File: src/rtl/dma_channel_pkg.sv
package dma_channel_pkg;

    // Register byte offsets
    localparam logic [4:0] CTRL_OFS = 5'h00;
    localparam logic [4:0] SRC_OFS = 5'h04;
    localparam logic [4:0] DST_OFS = 5'h08;
    localparam logic [4:0] COUNT_OFS = 5'h0C;
    localparam logic [4:0] OFFSET0_OFS = 5'h10;
    localparam logic [4:0] OFFSET1_OFS = 5'h14;
    localparam logic [4:0] STATUS_OFS = 5'h18;
    localparam logic [4:0] MASK_OFS = 5'h1C;

    // Control field positions
    localparam int CTRL_EN_BIT = 0;
    localparam int CTRL_MODE_LSB = 1;
    localparam int CTRL_MODE_MSB = 3;
    localparam int CTRL_DIM_LSB = 4;
    localparam int CTRL_DIM_MSB = 5;
    localparam int CTRL_OSEL_BIT = 6;
    localparam int CTRL_WIDTH = 7;

    // Status and mask layout
    localparam int STAT_DONE_BIT = 0;

    // Transfer mode encodings
    localparam logic [2:0] MODE_PERIPH = 3'h5;
    localparam int MODE_KEEP_BIT = 2;

    // Address dimension encodings
    localparam logic [1:0] DIM_LINEAR = 2'h0;
    localparam logic [1:0] DIM_2D = 2'h1;
    localparam logic [1:0] DIM_3D = 2'h2;

    // Widths and reset values
    localparam int CNT_WIDTH = 24;
    localparam logic [31:0] ZERO_WORD = 32'h0000_0000;
    localparam logic [31:0] ADDR_STEP = 32'h0000_0001;
    localparam logic [CNT_WIDTH-1:0] CNT_ZERO = 24'h00_0000;
    localparam logic [CNT_WIDTH-1:0] CNT_ONE = 24'h00_0001;

    // Transfer engine states
    typedef enum logic [2:0] {
        ST_IDLE = 3'b001,
        ST_READ = 3'b010,
        ST_WRITE = 3'b100
    } eng_state_e;

endpackage

File: src/rtl/dma_channel_block_control.sv
// How it works
// - With the top mode bit at zero the channel clears its own enable when the block ends and stops.
// - With the top mode bit at one the enable stays set at block end so software may reload and restart.
// - Mode 101 serves a fixed peripheral data register per request and keeps the enable at block end.
// - A counter preset of N minus one gives exactly N word transfers in the block.
// - Block end sets a sticky done status bit that software can poll or take as an interrupt.
// - In 2D and 3D address modes the selected offset register is added to the addresses at block end, to the destination only in mode 101.
`timescale 1ns/1ns
module dma_channel_block_control (
    input wire logic clk_i,
    input wire logic rst_i,
    input wire logic wb_cyc_i,
    input wire logic wb_stb_i,
    input wire logic wb_we_i,
    input wire logic [4:0] wb_adr_i,
    input wire logic [3:0] wb_sel_i,
    input wire logic [31:0] wb_dat_i,
    output logic [31:0] wb_dat_o,
    output logic wb_ack_o,
    input wire logic periph_req_i,
    output logic mem_cyc_o,
    output logic mem_we_o,
    output logic [31:0] mem_adr_o,
    output logic [31:0] mem_dat_o,
    input wire logic [31:0] mem_dat_i,
    input wire logic mem_ack_i,
    output logic irq_o
);

    ////////////////////////////////////////////////////////////////////////////
    // Declarations

    logic [dma_channel_pkg::CTRL_WIDTH-1:0] ctrl_q;
    logic [31:0] src_q;
    logic [31:0] dst_q;
    logic [dma_channel_pkg::CNT_WIDTH-1:0] preset_q;
    logic [dma_channel_pkg::CNT_WIDTH-1:0] cnt_q;
    logic [31:0] ofs0_q;
    logic [31:0] ofs1_q;
    logic status_q;
    logic mask_q;
    dma_channel_pkg::eng_state_e state_q;

    logic bus_req;
    logic wr_stb;
    logic rd_stb;
    logic [31:0] lane_mask;
    logic [2:0] mode;
    logic [1:0] dim;
    logic keep_en;
    logic word_done;
    logic block_end;
    logic en_rise;
    logic [31:0] ctrl_word;
    logic [31:0] sel_ofs;

    ////////////////////////////////////////////////////////////////////////////
    // Bus decode helpers

    // One access per request, ack drops the cycle after
    assign bus_req = wb_cyc_i & wb_stb_i & ~wb_ack_o;
    assign wr_stb = bus_req & wb_we_i;
    assign rd_stb = bus_req & ~wb_we_i;

    // Byte lane write mask
    genvar gi;
    generate
        for (gi = 0; gi < 4; gi++) begin : g_lane
            assign lane_mask[gi*8 +: 8] = {8{wb_sel_i[gi]}};
        end
    endgenerate

    function automatic logic [31:0] merge(input logic [31:0] old_v, input logic [31:0] new_v,
                                          input logic [31:0] m);
        merge = (old_v & ~m) | (new_v & m);
    endfunction

    assign ctrl_word = {{(32 - dma_channel_pkg::CTRL_WIDTH){1'b0}}, ctrl_q};
    assign mode = ctrl_q[dma_channel_pkg::CTRL_MODE_MSB:dma_channel_pkg::CTRL_MODE_LSB];
    assign dim = ctrl_q[dma_channel_pkg::CTRL_DIM_MSB:dma_channel_pkg::CTRL_DIM_LSB];
    assign keep_en = mode[dma_channel_pkg::MODE_KEEP_BIT];
    assign sel_ofs = ctrl_q[dma_channel_pkg::CTRL_OSEL_BIT] ? ofs1_q : ofs0_q;

    // Word and block completion
    assign word_done = (state_q == dma_channel_pkg::ST_WRITE) & mem_ack_i;
    assign block_end = word_done & (cnt_q == dma_channel_pkg::CNT_ZERO);
    assign en_rise = wr_stb & (wb_adr_i == dma_channel_pkg::CTRL_OFS) & wb_sel_i[0]
                     & wb_dat_i[dma_channel_pkg::CTRL_EN_BIT] & ~ctrl_q[dma_channel_pkg::CTRL_EN_BIT];

    ////////////////////////////////////////////////////////////////////////////
    // Wishbone slave answer

    // Ack one cycle after the strobe
    always_ff @(posedge clk_i) begin
        if (rst_i) begin
            wb_ack_o <= 1'b0;
        end else begin
            wb_ack_o <= bus_req;
        end
    end

    // Read data, unmapped reads return zero
    always_ff @(posedge clk_i) begin
        if (rst_i) begin
            wb_dat_o <= dma_channel_pkg::ZERO_WORD;
        end else if (rd_stb) begin
            if (wb_adr_i == dma_channel_pkg::CTRL_OFS) begin
                wb_dat_o <= ctrl_word;
            end else if (wb_adr_i == dma_channel_pkg::SRC_OFS) begin
                wb_dat_o <= src_q;
            end else if (wb_adr_i == dma_channel_pkg::DST_OFS) begin
                wb_dat_o <= dst_q;
            end else if (wb_adr_i == dma_channel_pkg::COUNT_OFS) begin
                wb_dat_o <= {8'h00, cnt_q};
            end else if (wb_adr_i == dma_channel_pkg::OFFSET0_OFS) begin
                wb_dat_o <= ofs0_q;
            end else if (wb_adr_i == dma_channel_pkg::OFFSET1_OFS) begin
                wb_dat_o <= ofs1_q;
            end else if (wb_adr_i == dma_channel_pkg::STATUS_OFS) begin
                wb_dat_o <= {31'h0000_0000, status_q};
            end else if (wb_adr_i == dma_channel_pkg::MASK_OFS) begin
                wb_dat_o <= {31'h0000_0000, mask_q};
            end else begin
                wb_dat_o <= dma_channel_pkg::ZERO_WORD;
            end
        end
    end

    ////////////////////////////////////////////////////////////////////////////
    // Control register and channel enable

    // Software write wins over the self clear
    always_ff @(posedge clk_i) begin
        if (rst_i) begin
            ctrl_q <= '0;
        end else if (wr_stb && wb_adr_i == dma_channel_pkg::CTRL_OFS) begin
            ctrl_q <= dma_channel_pkg::CTRL_WIDTH'(merge(ctrl_word, wb_dat_i, lane_mask));
        end else if (block_end && !keep_en) begin
            ctrl_q[dma_channel_pkg::CTRL_EN_BIT] <= 1'b0;
        end
        // Top mode bit set: enable left alone at block end
    end

    // Offset registers
    always_ff @(posedge clk_i) begin
        if (rst_i) begin
            ofs0_q <= dma_channel_pkg::ZERO_WORD;
            ofs1_q <= dma_channel_pkg::ZERO_WORD;
        end else if (wr_stb && wb_adr_i == dma_channel_pkg::OFFSET0_OFS) begin
            ofs0_q <= merge(ofs0_q, wb_dat_i, lane_mask);
        end else if (wr_stb && wb_adr_i == dma_channel_pkg::OFFSET1_OFS) begin
            ofs1_q <= merge(ofs1_q, wb_dat_i, lane_mask);
        end
    end

    ////////////////////////////////////////////////////////////////////////////
    // Word counter

    // Preset holds N minus one, working count reloads per block
    always_ff @(posedge clk_i) begin
        if (rst_i) begin
            preset_q <= dma_channel_pkg::CNT_ZERO;
            cnt_q <= dma_channel_pkg::CNT_ZERO;
        end else if (wr_stb && wb_adr_i == dma_channel_pkg::COUNT_OFS) begin
            preset_q <= dma_channel_pkg::CNT_WIDTH'(merge({8'h00, preset_q}, wb_dat_i, lane_mask));
            cnt_q <= dma_channel_pkg::CNT_WIDTH'(merge({8'h00, preset_q}, wb_dat_i, lane_mask));
        end else if (en_rise || block_end) begin
            cnt_q <= preset_q;
        end else if (word_done) begin
            cnt_q <= cnt_q - dma_channel_pkg::CNT_ONE;
        end
    end

    ////////////////////////////////////////////////////////////////////////////
    // Address generation

    // Linear step per word, offset at block end in 2D or 3D
    always_ff @(posedge clk_i) begin
        if (rst_i) begin
            src_q <= dma_channel_pkg::ZERO_WORD;
            dst_q <= dma_channel_pkg::ZERO_WORD;
        end else if (wr_stb && wb_adr_i == dma_channel_pkg::SRC_OFS) begin
            src_q <= merge(src_q, wb_dat_i, lane_mask);
        end else if (wr_stb && wb_adr_i == dma_channel_pkg::DST_OFS) begin
            dst_q <= merge(dst_q, wb_dat_i, lane_mask);
        end else if (block_end && (dim == dma_channel_pkg::DIM_2D || dim == dma_channel_pkg::DIM_3D)) begin
            if (mode != dma_channel_pkg::MODE_PERIPH) begin
                src_q <= src_q + sel_ofs;
            end
            dst_q <= dst_q + sel_ofs;
        end else if (word_done) begin
            if (mode != dma_channel_pkg::MODE_PERIPH) begin
                src_q <= src_q + dma_channel_pkg::ADDR_STEP;
            end
            // Destination steps in every mode, only the source is held in mode 101
            dst_q <= dst_q + dma_channel_pkg::ADDR_STEP;
        end
    end

    ////////////////////////////////////////////////////////////////////////////
    // Transfer engine

    // Read then write each word, start checked only when idle
    always_ff @(posedge clk_i) begin
        if (rst_i) begin
            state_q <= dma_channel_pkg::ST_IDLE;
            mem_cyc_o <= 1'b0;
            mem_we_o <= 1'b0;
            mem_adr_o <= dma_channel_pkg::ZERO_WORD;
            mem_dat_o <= dma_channel_pkg::ZERO_WORD;
        end else begin
            case (state_q)
                dma_channel_pkg::ST_IDLE: begin
                    // Request driven words in the keep-enable modes
                    if (ctrl_q[dma_channel_pkg::CTRL_EN_BIT] && (!keep_en || periph_req_i)) begin
                        state_q <= dma_channel_pkg::ST_READ;
                        mem_cyc_o <= 1'b1;
                        mem_we_o <= 1'b0;
                        mem_adr_o <= src_q;
                    end
                end
                dma_channel_pkg::ST_READ: begin
                    if (mem_ack_i) begin
                        state_q <= dma_channel_pkg::ST_WRITE;
                        mem_we_o <= 1'b1;
                        mem_adr_o <= dst_q;
                        mem_dat_o <= mem_dat_i;
                    end
                end
                dma_channel_pkg::ST_WRITE: begin
                    // Enable clears at this edge, idle sees it cleared
                    if (mem_ack_i) begin
                        state_q <= dma_channel_pkg::ST_IDLE;
                        mem_cyc_o <= 1'b0;
                        mem_we_o <= 1'b0;
                    end
                end
                default: begin
                    state_q <= dma_channel_pkg::ST_IDLE;
                    mem_cyc_o <= 1'b0;
                    mem_we_o <= 1'b0;
                end
            endcase
        end
    end

    ////////////////////////////////////////////////////////////////////////////
    // Status, mask and interrupt

    // Sticky done, read clears, a new block end wins
    always_ff @(posedge clk_i) begin
        if (rst_i) begin
            status_q <= 1'b0;
        end else if (block_end) begin
            status_q <= 1'b1;
        end else if (rd_stb && wb_adr_i == dma_channel_pkg::STATUS_OFS) begin
            status_q <= 1'b0;
        end
    end

    // Mask register
    always_ff @(posedge clk_i) begin
        if (rst_i) begin
            mask_q <= 1'b0;
        end else if (wr_stb && wb_adr_i == dma_channel_pkg::MASK_OFS && wb_sel_i[0]) begin
            mask_q <= wb_dat_i[dma_channel_pkg::STAT_DONE_BIT];
        end
    end

    // Level interrupt from the next status value
    always_ff @(posedge clk_i) begin
        if (rst_i) begin
            irq_o <= 1'b0;
        end else begin
            irq_o <= mask_q & (block_end | (status_q
                     & ~(rd_stb && wb_adr_i == dma_channel_pkg::STATUS_OFS)));
        end
    end

endmodule // dma_channel_block_control

File: config.mk
export PLATFORM = sky130hd
export DESIGN_NAME = dma_channel_block_control
export DESIGN_NICKNAME = d
export VERILOG_FILES = /design/src/rtl/dma_channel_pkg.sv /design/src/rtl/dma_channel_block_control.sv
export SDC_FILE = /design/constraint.sdc
export NUM_CORES = 1
export LEC_CHECK = 0
export ABC_AREA = 1
export BUFFER_PORTS_ARGS = -buffer_cell sky130_fd_sc_hd__buf_2
export CORE_MARGIN = 4
export CORE_UTILIZATION = 30
export DETAILED_ROUTE_END_ITERATION = 12
export GPL_ROUTABILITY_DRIVEN = 0
export PLACE_DENSITY = 0.54
export SYNTH_ARGS = -nofsm -noshare
export SYNTH_HDL_FRONTEND = slang
export SYNTH_SLANG_ARGS = --single-unit
File: constraint.sdc
create_clock -name clk_i -period 8.6 [get_ports clk_i]
set_input_delay 1.72 -clock clk_i [delete_from_list [all_inputs] [get_ports clk_i]]
set_output_delay 1.72 -clock clk_i [all_outputs]
set_load 0.02 [all_outputs]
==> impl_results.md, run 1 <==
- Final hold vios: 0
- CTS Hold Buffers Added: 0
- # IOs: 180
- Sequential fraction of the synthesis area: 0.320
- DR iter-0 viols: 1869
- Initial Utilization: 0.304
- Worst slew pin tran: 1.09 ns
- # H-tree levels: 2
- Largest family of logic cells by synthesized area: simple AND/OR/NAND/NOR gates
- Area of the multi-input gates: 10600 um^2
- Post-synthesis cell count: roughly 2800
- Reg-to-reg startpoint: cnt_q[0]$_SDFFE_PP0P_
- Area delta synth->final: 15.3%
- Post-Synth XOR/XNOR Area: 0.0126
- Wire per inst: between 20 and 25 um
- DR vias/cell: 5.35
- Commonest non-fill, non-tap cell in the layout: nand2_1
- Cell Area, Synth: 18000 um^2
- Syn nets: 2918
- Placed wire-length estimate: between 50 and 60 mm
- Psw: roughly 0.91 mW
- Simple-gate share of the synthesized area: 0.278
- Most frequent cells in the layout: 668 x nand2_1, 327 x a21oi_1, 287 x dfxtp_1
- Die ar.: roughly 64000 um^2
- CTS sink count: 288
- Unique masters post-synth: 60
- Worst setup path endpoint: cnt_q[15]$_SDFFE_PP0P_
- FF/Latch Area: 5770 um^2
- Fmax: between 150 and 200 MHz
- Clock root cell: clkbuf_16
- Max-cap check violation count: 0
- Maximum vdd drop: 130 uV
- Global-route wire length before repair: 112 mm
- Nets@finish: 3029
- Compound-Gate Fraction of Synth Area: 0.258
- Layout fillers: between 6000 and 7000
- Global route overflow: 0
- Detail Route Antenna Nets: 0
- Cell area after layout: a little over 20000 um^2
- Power share of the combinational group: 0.095
- WL final: 74.4 mm
- Leakage power of the design: between 9 and 10 nW
- CTS Buffer Depth: 3
- Ys flop type: dfxtp_1
- Largest net degree at the start of global routing: between 70 and 80
- Avg Cell Area, Syn: 6.47 um^2
- Site Rows: 89
- R2R cell count: 18
- Placed Area: roughly 20000 um^2
- Unrepaired setup endpoints after global routing: false
- Critical Path AT: 6.10 ns
- Slew Limit Headroom: 0.271
- CP startpoint: wb_adr_i[1]
- Critical Path Source Type: input pin
- Fin. max-slew vios: 0
- Total CTS buffers: 37
- CP Class: in2reg
- Die width: ~250 um
- Initial antenna violation count: 3
- Status: completed
- DRC violations left: 0
- Synth warn: 0
- Total GRT Usage: 0.224
- Setup crit end kind: flop
- Mux contribution to synthesized area: 0
- Endpoints failing setup: 0
- Vias in the first global route: 18200
- Clock latency on the worst-skew pair: roughly 0.57 ns
- Core ar.: 59200 um^2
- Seq pwr share: 0.418
- Number of synthesized flops with an enable pin: 0
- WP data required: 9.05 ns
- IO buf count: ~180
- Layout Skew: approximately 0.035 ns
- Sw frac: 0.271
- Vias: 19800
- Setup tns final: 0 ns
- Post_cts resized: 0
- Die Ht: 253 um
- Min-Delay Path Class: reg2reg
- CTS tree: built
- Detailed Routing Iterations Pass 1: 6
- Internal power component: 2.46 mW
- Worst reg2reg setup slack: 4.19 ns
- Clock power frac: 0.487
- Synth Register Bits: 288
- Layout cells sized above 1: 0.131
- Adder-Cell Fraction of Synth Area: 0.0361
- Proportion of synthesized flip-flops having asynchronous set or reset: 0
- Crit share post-route: 0.657
- Post-layout min period: roughly 5.7 ns
- Clk slew on worst S/H paths: 0.06 ns
- Worst-path maximum fanout: 37
- Post-CTS Repair Setup Buffers: 0
- Cell Pwr Density: 162 nW/um^2
==> cells in the mapped netlist, types with 4 or more instances <==
cell / n / area, um^2
a211oi_1: 20 / 150
a21oi_1: 327 / 1640
a21oi_2: 7 / 61.3
a21oi_4: 6 / 97.6
a221oi_1: 16 / 140
a31oi_1: 80 / 500
buf_1: 6 / 22.5
buf_2: 11 / 55.1
clkbuf_1: 101 / 379
clkinv_1: 4 / 15.0
dfxtp_1: 288 / 5770
ha_1: 52 / 651
inv_1: 287 / 1080
inv_2: 20 / 75.1
nand2_1: 668 / 2510
nand2_2: 35 / 219
nand3_1: 103 / 515
nand3_2: 7 / 70.1
nand3b_1: 8 / 60.1
nand4_1: 17 / 106
nor2_1: 258 / 968
nor2_2: 19 / 119
nor2_4: 4 / 45.0
nor3_1: 28 / 140
nor4_1: 5 / 31.3
o2111ai_1: 6 / 52.6
o211ai_1: 37 / 278
o21a_1: 4 / 30.0
o21ai_0: 244 / 1220
o21ai_1: 15 / 75.1
o21bai_1: 9 / 67.6
o221ai_1: 15 / 131
o22ai_1: 11 / 68.8
o31ai_1: 4 / 30.0
xnor2_1: 4 / 35.0
xor2_1: 22 / 193
==> metrics by stage <==
step / utilization / hold slack (ns) / power (mW) / setup WS [ns] / std cells
after floorplan: - / 0.438 / 1.62 / 4.36 / 2786
after global placement: 0.329 / 0.450 / 1.76 / 2.48 / 3631
after detailed placement: 0.329 / 0.452 / 1.75 / 2.45 / 3631
after CTS: 0.351 / 0.461 / 3.40 / 3.05 / 3696
after global routing: 0.351 / 0.476 / 3.48 / 2.64 / 3696
final: 0.351 / 0.459 / 3.37 / 2.95 / 3697
==> worst min-delay path by stage <==
| stage | from | endpoint | slack (ns) | depth (start not counted) |
|---|---|---|---|---|
| global placement | mem_cyc_o$_SDFFE_PP0P_ | mem_cyc_o$_SDFFE_PP0P_ | 0.45 | 2 |
| finish | wb_dat_o[21]$_SDFFE_PP0P_ | wb_dat_o[21]$_SDFFE_PP0P_ | 0.46 | 2 |
| detailed placement | wb_dat_o[21]$_SDFFE_PP0P_ | wb_dat_o[21]$_SDFFE_PP0P_ | 0.45 | 2 |
| floorplan | mask_q$_SDFFE_PP0P_ | irq_o$_SDFF_PP0_ | 0.44 | 2 |
| global route | wb_dat_o[21]$_SDFFE_PP0P_ | wb_dat_o[21]$_SDFFE_PP0P_ | 0.48 | 2 |
| CTS | wb_dat_o[21]$_SDFFE_PP0P_ | wb_dat_o[21]$_SDFFE_PP0P_ | 0.46 | 2 |
==> final cells by class <==
| class | count | area share |
|---|---|---|
| diodes | 1 | 0.000120 |
| clock inverters | 11 | 0.00711 |
| multi-input cells | 2061 | 0.509 |
| clock buffers | 54 | 0.0535 |
| well taps | 773 | 0.0466 |
| flip-flops and latches | 288 | 0.278 |
| repair buffers | 197 | 0.0498 |
| inverters | 312 | 0.0566 |
==> power groups by stage <==
stage                     registers [mW]  clock network (mW)  logic [mW]
after floorplan                     1.48                   0       0.134
after global placement              1.43                   0       0.320
after detailed placement            1.44                   0       0.318
after CTS                           1.41                1.68       0.320
after global routing                1.41                1.72       0.346
final                               1.41                1.64       0.320
==> worst max-delay path, cell delays in order <==
cell and delay [ns]:
buf_2 0.10, nor2_2 0.21, nand2_2 0.11, nor2_4 0.42, inv_2 0.14, nor2_1 0.74, inv_2 0.34, nor2_2 0.15
buf_4 0.39, inv_2 0.22, nand2_1 0.17, inv_2 0.21, nand2_1 0.45, buf_4 0.40, nand4_1 0.13, nand2_1 0.10
a21oi_1 0.06
==> routing by layer <==
metal / track usage / share of wire / routed length (um) / vias to the layer above
met5: 0 / 0.00036 / 27 / -
met4: 0.101 / 0.049 / 3610 / 4
met3: 0.0369 / 0.078 / 5800 / 184
met2: 0.347 / 0.43 / 32300 / 875
met1: 0.306 / 0.44 / 32600 / 9146
li1: - / - / - / 9573
==> kinds of logic (layout without fill, tap and decap cells) <==
family | count (synthesis) | count (layout)
simple gates | 1171 | 1171
compound gates | 812 | 812
buf+inv | 437 | 574
flops | 288 | 288
fa+ha+maj | 52 | 52
xor+xnor | 26 | 26
other cells | 0 | 1
(Power assumes the default switching activity.)
==> inputs of run 2 (changes only) <==
- ABC_AREA: 1 -> 0
- PLACE_DENSITY: 0.54 -> 0.56
- clock period: 8.6 -> 4.65 ns (I/O delays scaled with it)
==> run 2 against run 1 <==
Effect of this change:
- wire length shrank 9.4%
- combinational power grew 37%
- cell count shrank 13%
- die area shrank 4.1%
- via count shrank 8.3%
- critical path type is now reg2reg
- sequential power grew 80%
- area after synthesis shrank 4.2%
- clock skew shrank 0.013 ns
- cell area shrank 0.73%
- first-iteration DRC count grew 15%
- synthesized cell count shrank 19%
- sequential share of layout area grew 0.20 points
==> impl_results.md, run 2 <==
- Status: completed
- Top cells by area, synth: dfxtp_1 33%, a21oi_1 7.7%, nand2_1 6.5%, nor2_1 6.2%, mux2i_1 4.8%
- Vias: 18100
- Adder-Cell Fraction of Synth Area: 0.0452
- CP Class: reg2reg
- Worst slew pin tran: 1.10 ns
- Wire per inst: roughly 21 um
- Top cell type's share of synthesized area: 0.334
- Commonest non-fill, non-tap cell in the layout: nand2_1
- Unique masters post-synth: 82
- Post-layout min period: 4.28 ns
- Die ar.: 61400 um^2
- DR iter-0 viols: 2150
- Worst-path maximum fanout: 13
- Detail Route Antenna Nets: 0
- Post-synthesis cell count: 2250
- Total CTS buffers: 36
- Layout Skew: 0.0215 ns
- WP buf/inv: 2
- Proportion of synthesized flip-flops having asynchronous set or reset: 0
- Syn nets: 2382
- Antenna cells: 0
- Global-route wire length before repair: roughly 100 mm
- Area delta synth->final: 19.5%
- # IOs: 180
- Most common cell in the netlist: nand2_1
- Nets@finish: 2550
- DRC violations left: 0
- Setup tns final: 0 ns
- Total GRT Usage: 0.213
- Slew Limit Headroom: 0.268
- DR vias/cell: 5.67
- CTS Hold Buffers Added: 0
- Core ar.: 56700 um^2
- Detailed Routing Iterations Pass 1: 7
- Simple-gate share of the synthesized area: 0.229
- Final hold vios: 0
- Critical-path top delay cell: dfxtp_1
- Cell Pwr Density: about 280 nW/um^2
- Final total power: just under 6 mW
- Initial Utilization: 0.304
- Fmax: around 230 MHz
- Post-Synth XOR/XNOR Area: 0.0431
- Maximum vdd drop: about 230 uV
- Sequential fraction of the synthesis area: 0.334
- Crit share post-route: 0.921
- Number of synthesized flops with an enable pin: 0
- Ys flop type: dfxtp_1
- # H-tree levels: 2
- CP delay by family, top: compound AO/OA/AOI/OAI gates
- Critical Path AT: 4.68 ns
- Site Rows: 87
- Min-Delay Path Class: reg2reg
- Crit path cell chain: xor2_1 > and4_2 > nand2_1 > buf_4 > nor2_1 > ha_1 > a21oi_1 > inv_1 > maj3_1 > a21o_1 > a21oi_1 > o21ai_0 > a31o_1 > maj3_1 > a41oi_1 > xnor2_1 > o2bb2ai_1
- Top cells by count, synth: 301 x nand2_1, 288 x dfxtp_1, 285 x nor2_1
- Avg Cell Area, Syn: 7.67 um^2
- Compound-Gate Fraction of Synth Area: 0.252
- Die Ht: 248 um
- Layout cells sized above 1: 0.169
- Synth Register Bits: 288
- Clock root cell: clkbuf_16
- Largest net degree at the start of global routing: 138
- Fin. max-slew vios: 0
- Endpoints failing setup: 0
- Synth warn: 0
- IO buf count: 179
- Setup crit end kind: flop
- CTS tree: built
- CTS sink count: 288
- Global route overflow: 0
- Largest family of logic cells by synthesized area: compound AO/OA/AOI/OAI gates
- Unrepaired setup endpoints after global routing: false
- Synth area leader: dfxtp_1
- Clk slew on worst S/H paths: 0.06 ns
- Post-CTS Repair Setup Buffers: 0
- WL final: slightly below 70 mm
- Clock latency on the worst-skew pair: between 0.5 and 0.6 ns
- Vias in the first global route: 17200
- Max-cap check violation count: 0
- Mux contribution to synthesized area: 0.0553
- Most frequent cells in the layout: 301 x nand2_1, 287 x dfxtp_1, 283 x nor2_1
- WP data required: around 5.1 ns
- Die width: 248 um
- Cell Area, Synth: 17300 um^2
- Post_cts resized: 0
- Critical Path Source Type: flop
- Leakage power of the design: 7.83 nW
- Initial antenna violation count: 0
- Slowest Stage Delay on Critical Path: ~0.49 ns
- CTS Buffer Depth: 3
- Placed wire-length estimate: a little over 50 mm
run 2: metrics by stage:
stage | cell area [um^2] | instances | utilization | worst slack (ns) | hold slack (ns)
floorplan | 17300 | 2250 | - | 0.0301 | 0.427
global route | 20600 | 3199 | 0.364 | 0.0195 | 0.471
global placement | 19400 | 3136 | 0.342 | 0.0751 | 0.437
finish | 20600 | 3199 | 0.364 | 0.367 | 0.449
detailed placement | 19400 | 3136 | 0.342 | 0.00811 | 0.443
CTS | 20600 | 3199 | 0.363 | 0.247 | 0.451
run 2: logic make-up (layout without fill, tap and decap cells):
| family | count (synthesis) | in the layout |
|---|---|---|
| simple gates | 869 | 869 |
| compound gates | 664 | 664 |
| flops | 288 | 288 |
| buf+inv | 185 | 378 |
| mux | 94 | 94 |
| xor+xnor | 85 | 85 |
| fa+ha+maj | 65 | 65 |
run 2: layer usage:
metal	GRT usage	vias up	share of wire
li1	-	8515	-
met1	0.305	8580	0.45
met2	0.318	903	0.42
met3	0.0432	137	0.095
met4	0.0742	0	0.034
met5	0	-	0
run 2: worst paths after layout:
check / start / to / slack [ns] / cells after the start
worst min register to register: mem_dat_o[26]$_SDFFE_PP0P_ / mem_dat_o[26]$_SDFFE_PP0P_ / 0.45 / 2
worst min-delay path: mem_dat_o[26]$_SDFFE_PP0P_ / mem_dat_o[26]$_SDFFE_PP0P_ / 0.45 / 2
worst max register to register: flop / flop / 0.37 / 17
worst max-delay path: flop / flop / 0.37 / 17
run 2: worst reg2reg max path, stage by stage (launching register included):
cell and delay, ns:
dfxtp_1 0.49, xor2_1 0.29, and4_2 0.40, nand2_1 0.12, buf_4 0.20, nor2_1 0.17
ha_1 0.27, a21oi_1 0.22, inv_1 0.07, maj3_1 0.38, a21o_1 0.20, a21oi_1 0.13
o21ai_0 0.10, a31o_1 0.21, maj3_1 0.42, a41oi_1 0.26, xnor2_1 0.09, o2bb2ai_1 0.12
run 2: report_power, final:
group	switching, mW	internal (mW)
clock network	1.19	1.67
registers	0.0289	2.51
logic	0.309	0.130
total	1.53	4.31
run 2: area by class of cell:
type | instances | area (um^2)
timing repair buffer | 292 | 1770
clock buffer | 44 | 971
multi-input combinational | 1777 | 10900
clock inverter | 19 | 219
fill | 5898 | 36100
sequential | 288 | 5770
tap | 756 | 946
inverter | 23 | 86.3
==> inputs of run 3 (changes only) <==
- CORE_MARGIN: 4 -> 5
- CTS_BUF_LIST: unset -> sky130_fd_sc_hd__clkbuf_8
- clock period: 4.65 -> 3.5 ns (I/O delays scaled with it)
==> run 3 against run 2 <==
Effect of this change:
- the run now ends with negative setup slack left
- die area is 1.6% higher
- flip-flop and latch count unchanged
- sequential share of layout area shrank 3.0 points
- cell count rose by 8.3%
- non-clock buffer count up 226
- global-route usage increased by 0.34 points
- sequential power rose by 33%
- fmax increased by 13%
- combinational power is 39% higher
- largest power group is now registers
- wire length is 6.6% higher
- worst hold slack worse by 0.16 ns
==> impl_results.md, run 3 (synthesized netlist as in run 2, its figures left out) <==
- Status: complete, but fails checks
- Violated checks: negative setup slack
- Wire per inst: 20.7 um
- Fmax: around 260 MHz
- Unrepaired setup endpoints after global routing: true
- Initial Utilization: 0.301
- Endpoints failing setup: 30
- Clock latency on the worst-skew pair: between 0.6 and 0.7 ns
- Met1 wire length: 31.7 mm
- Die width: 250 um
- Reg-to-reg startpoint: cnt_q[1]$_SDFFE_PP0P_
- WP data required: slightly above 4 ns
- CTS sink count: 288
- Min-Delay Path Class: in2reg
- Clk slew on worst S/H paths: 0.06 ns
- Layout cells sized above 1: 0.284
- R2R cell count: 21
- Global-route wire length before repair: 109 mm
- Global route overflow: 0
- Routed wl met2: 30.5 mm
- CTS Hold Buffers Added: 0
- Setup tns final: -4.62 ns
- DRC violations left: 0
- Hold depth: 3
- Fin. max-slew vios: 0
- Largest net degree at the start of global routing: 68
- Final hold vios: 0
- IO buf count: 179
- Metal3 WL: between 7 and 8 mm
- Nets@finish: 2793
- Initial antenna violation count: 2
- Critical Path Source Type: flop
- Vias in the first global route: roughly 19000
- Total GRT Usage: 0.216
- CTS tree: built
- Slew Limit Headroom: 0.280
- Die Ht: 250 um
- CP Class: reg2reg
- Worst-path maximum fanout: 5
- Commonest non-fill, non-tap cell in the layout: buf_4
- Worst slew pin tran: 1.08 ns
- Core ar.: 57400 um^2
- WHS Endpoint: mem_dat_o[22]$_SDFFE_PP0P_
- Detail Route Antenna Nets: 0
- Setup crit end kind: flop
- Max-cap check violation count: 0
- Post-layout min period: 3.78 ns
- Clock root cell: clkbuf_8
- Crit share post-route: 1.08
- Site Rows: 88
- Detailed Routing Iterations Pass 1: 9
- Area delta synth->final: 34.0%
- Vias: around 19000
- Layout Skew: around 0.044 ns
- Placed wire-length estimate: 53.5 mm
- Total CTS buffers: 52
- DR vias/cell: 5.56
- Leakage power of the design: 9.16 nW
- WL final: 71.8 mm
- Worst reg2reg setup slack: -0.28 ns
- # H-tree levels: 2
- DR iter-0 viols: 2355
- Critical Path AT: about 4.3 ns
- Maximum vdd drop: 233 uV
- # IOs: 180
- Cell Pwr Density: 314 nW/um^2
- Final setup margin: -0.275 ns
- CTS Buffer Depth: 3
- HP Start: mem_dat_i[22]
- Die ar.: 62400 um^2
- Most frequent cells in the layout: 316 x buf_4, 294 x nand2_1, 282 x dfxtp_1
- Top layer in use: met4
- Fin util: 0.403
- Hold WS: 0.287 ns
[run 3: cell types whose count changed in the layout (fill, tap and decap cells not counted), moves of 13 or more]
cell       before  now
nor2_1        283  266
ha_1           52   37
a21oi_1       264  247
clkbuf_8        4   64
buf_4         112  316
clkbuf_16      36    0
a21oi_2         1   16
inv_1          22   35
[run 3: power by group]
part           switching [mW]  internal (mW)
Clock                    1.55           1.72
Combinational           0.417          0.192
Sequential             0.0354           3.34
[run 3: area by class of cell]
type / instances / area [um^2]
Tap cell: 765 / 957
Antenna cell: 2 / 5.00
Multi-Input combinational cell: 1778 / 11600
Clock inverter: 26 / 150
Inverter: 23 / 86.3
Clock buffer: 64 / 881
Sequential cell: 288 / 5770
Fill cell: 5732 / 34200
Timing Repair Buffer: 518 / 3630
[run 3: critical path, stage by stage, from the launching register on]
cell      delay [ns]
dfxtp_2         0.32
inv_2           0.08
ha_4            0.13
nor4b_4         0.17
buf_4           0.17
and4_4          0.27
buf_12          0.13
nand2_8         0.07
nor2_4          0.15
buf_6           0.11
ha_4            0.20
a21o_1          0.17
a21oi_2         0.13
o41a_1          0.23
a21oi_4         0.09
o31a_4          0.32
a31oi_4         0.25
a211oi_4        0.10
buf_4           0.15
a41oi_2         0.17
xor2_1          0.18
a21oi_1         0.09
[run 3: metrics by stage]
| stage | setup WS [ns] | area (um^2) | std cells | power (mW) |
|---|---|---|---|---|
| after global routing | -0.424 | 23100 | 3464 | 7.55 |
| after detailed placement | -0.664 | 21100 | 3337 | 4.04 |
| after global placement | -0.629 | 21100 | 3337 | 4.03 |
| after floorplan | -0.426 | 17400 | 2250 | 3.76 |
| final | -0.275 | 23100 | 3464 | 7.25 |
| after CTS | -0.258 | 22700 | 3447 | 7.33 |
[run 3: worst max path at each step]
stage / depth (start not counted) / endpoint / start
final: 21 / flop / cnt_q[1]$_SDFFE_PP0P_
after global routing: 21 / flop / cnt_q[1]$_SDFFE_PP0P_
after CTS: 18 / flop / cnt_q[7]$_SDFFE_PP0P_
after detailed placement: 18 / flop / mem_ack_i
after global placement: 18 / flop / mem_ack_i
after floorplan: 19 / flop / mem_ack_i
[run 3: per-layer routing]
metal,up-vias,GRT usage
met5,-,0
met2,1020,0.325
met3,161,0.0463
li1,8984,-
met1,9105,0.308
met4,0,0.0738
[run 3: timing repair]
item	CTS	global route
gates cloned	1	0
resized for setup	95	70
pin swaps	52	57
endpoints found under the setup margin	36	42
buffers inserted	20	16
endpoints found under the hold margin	0	0
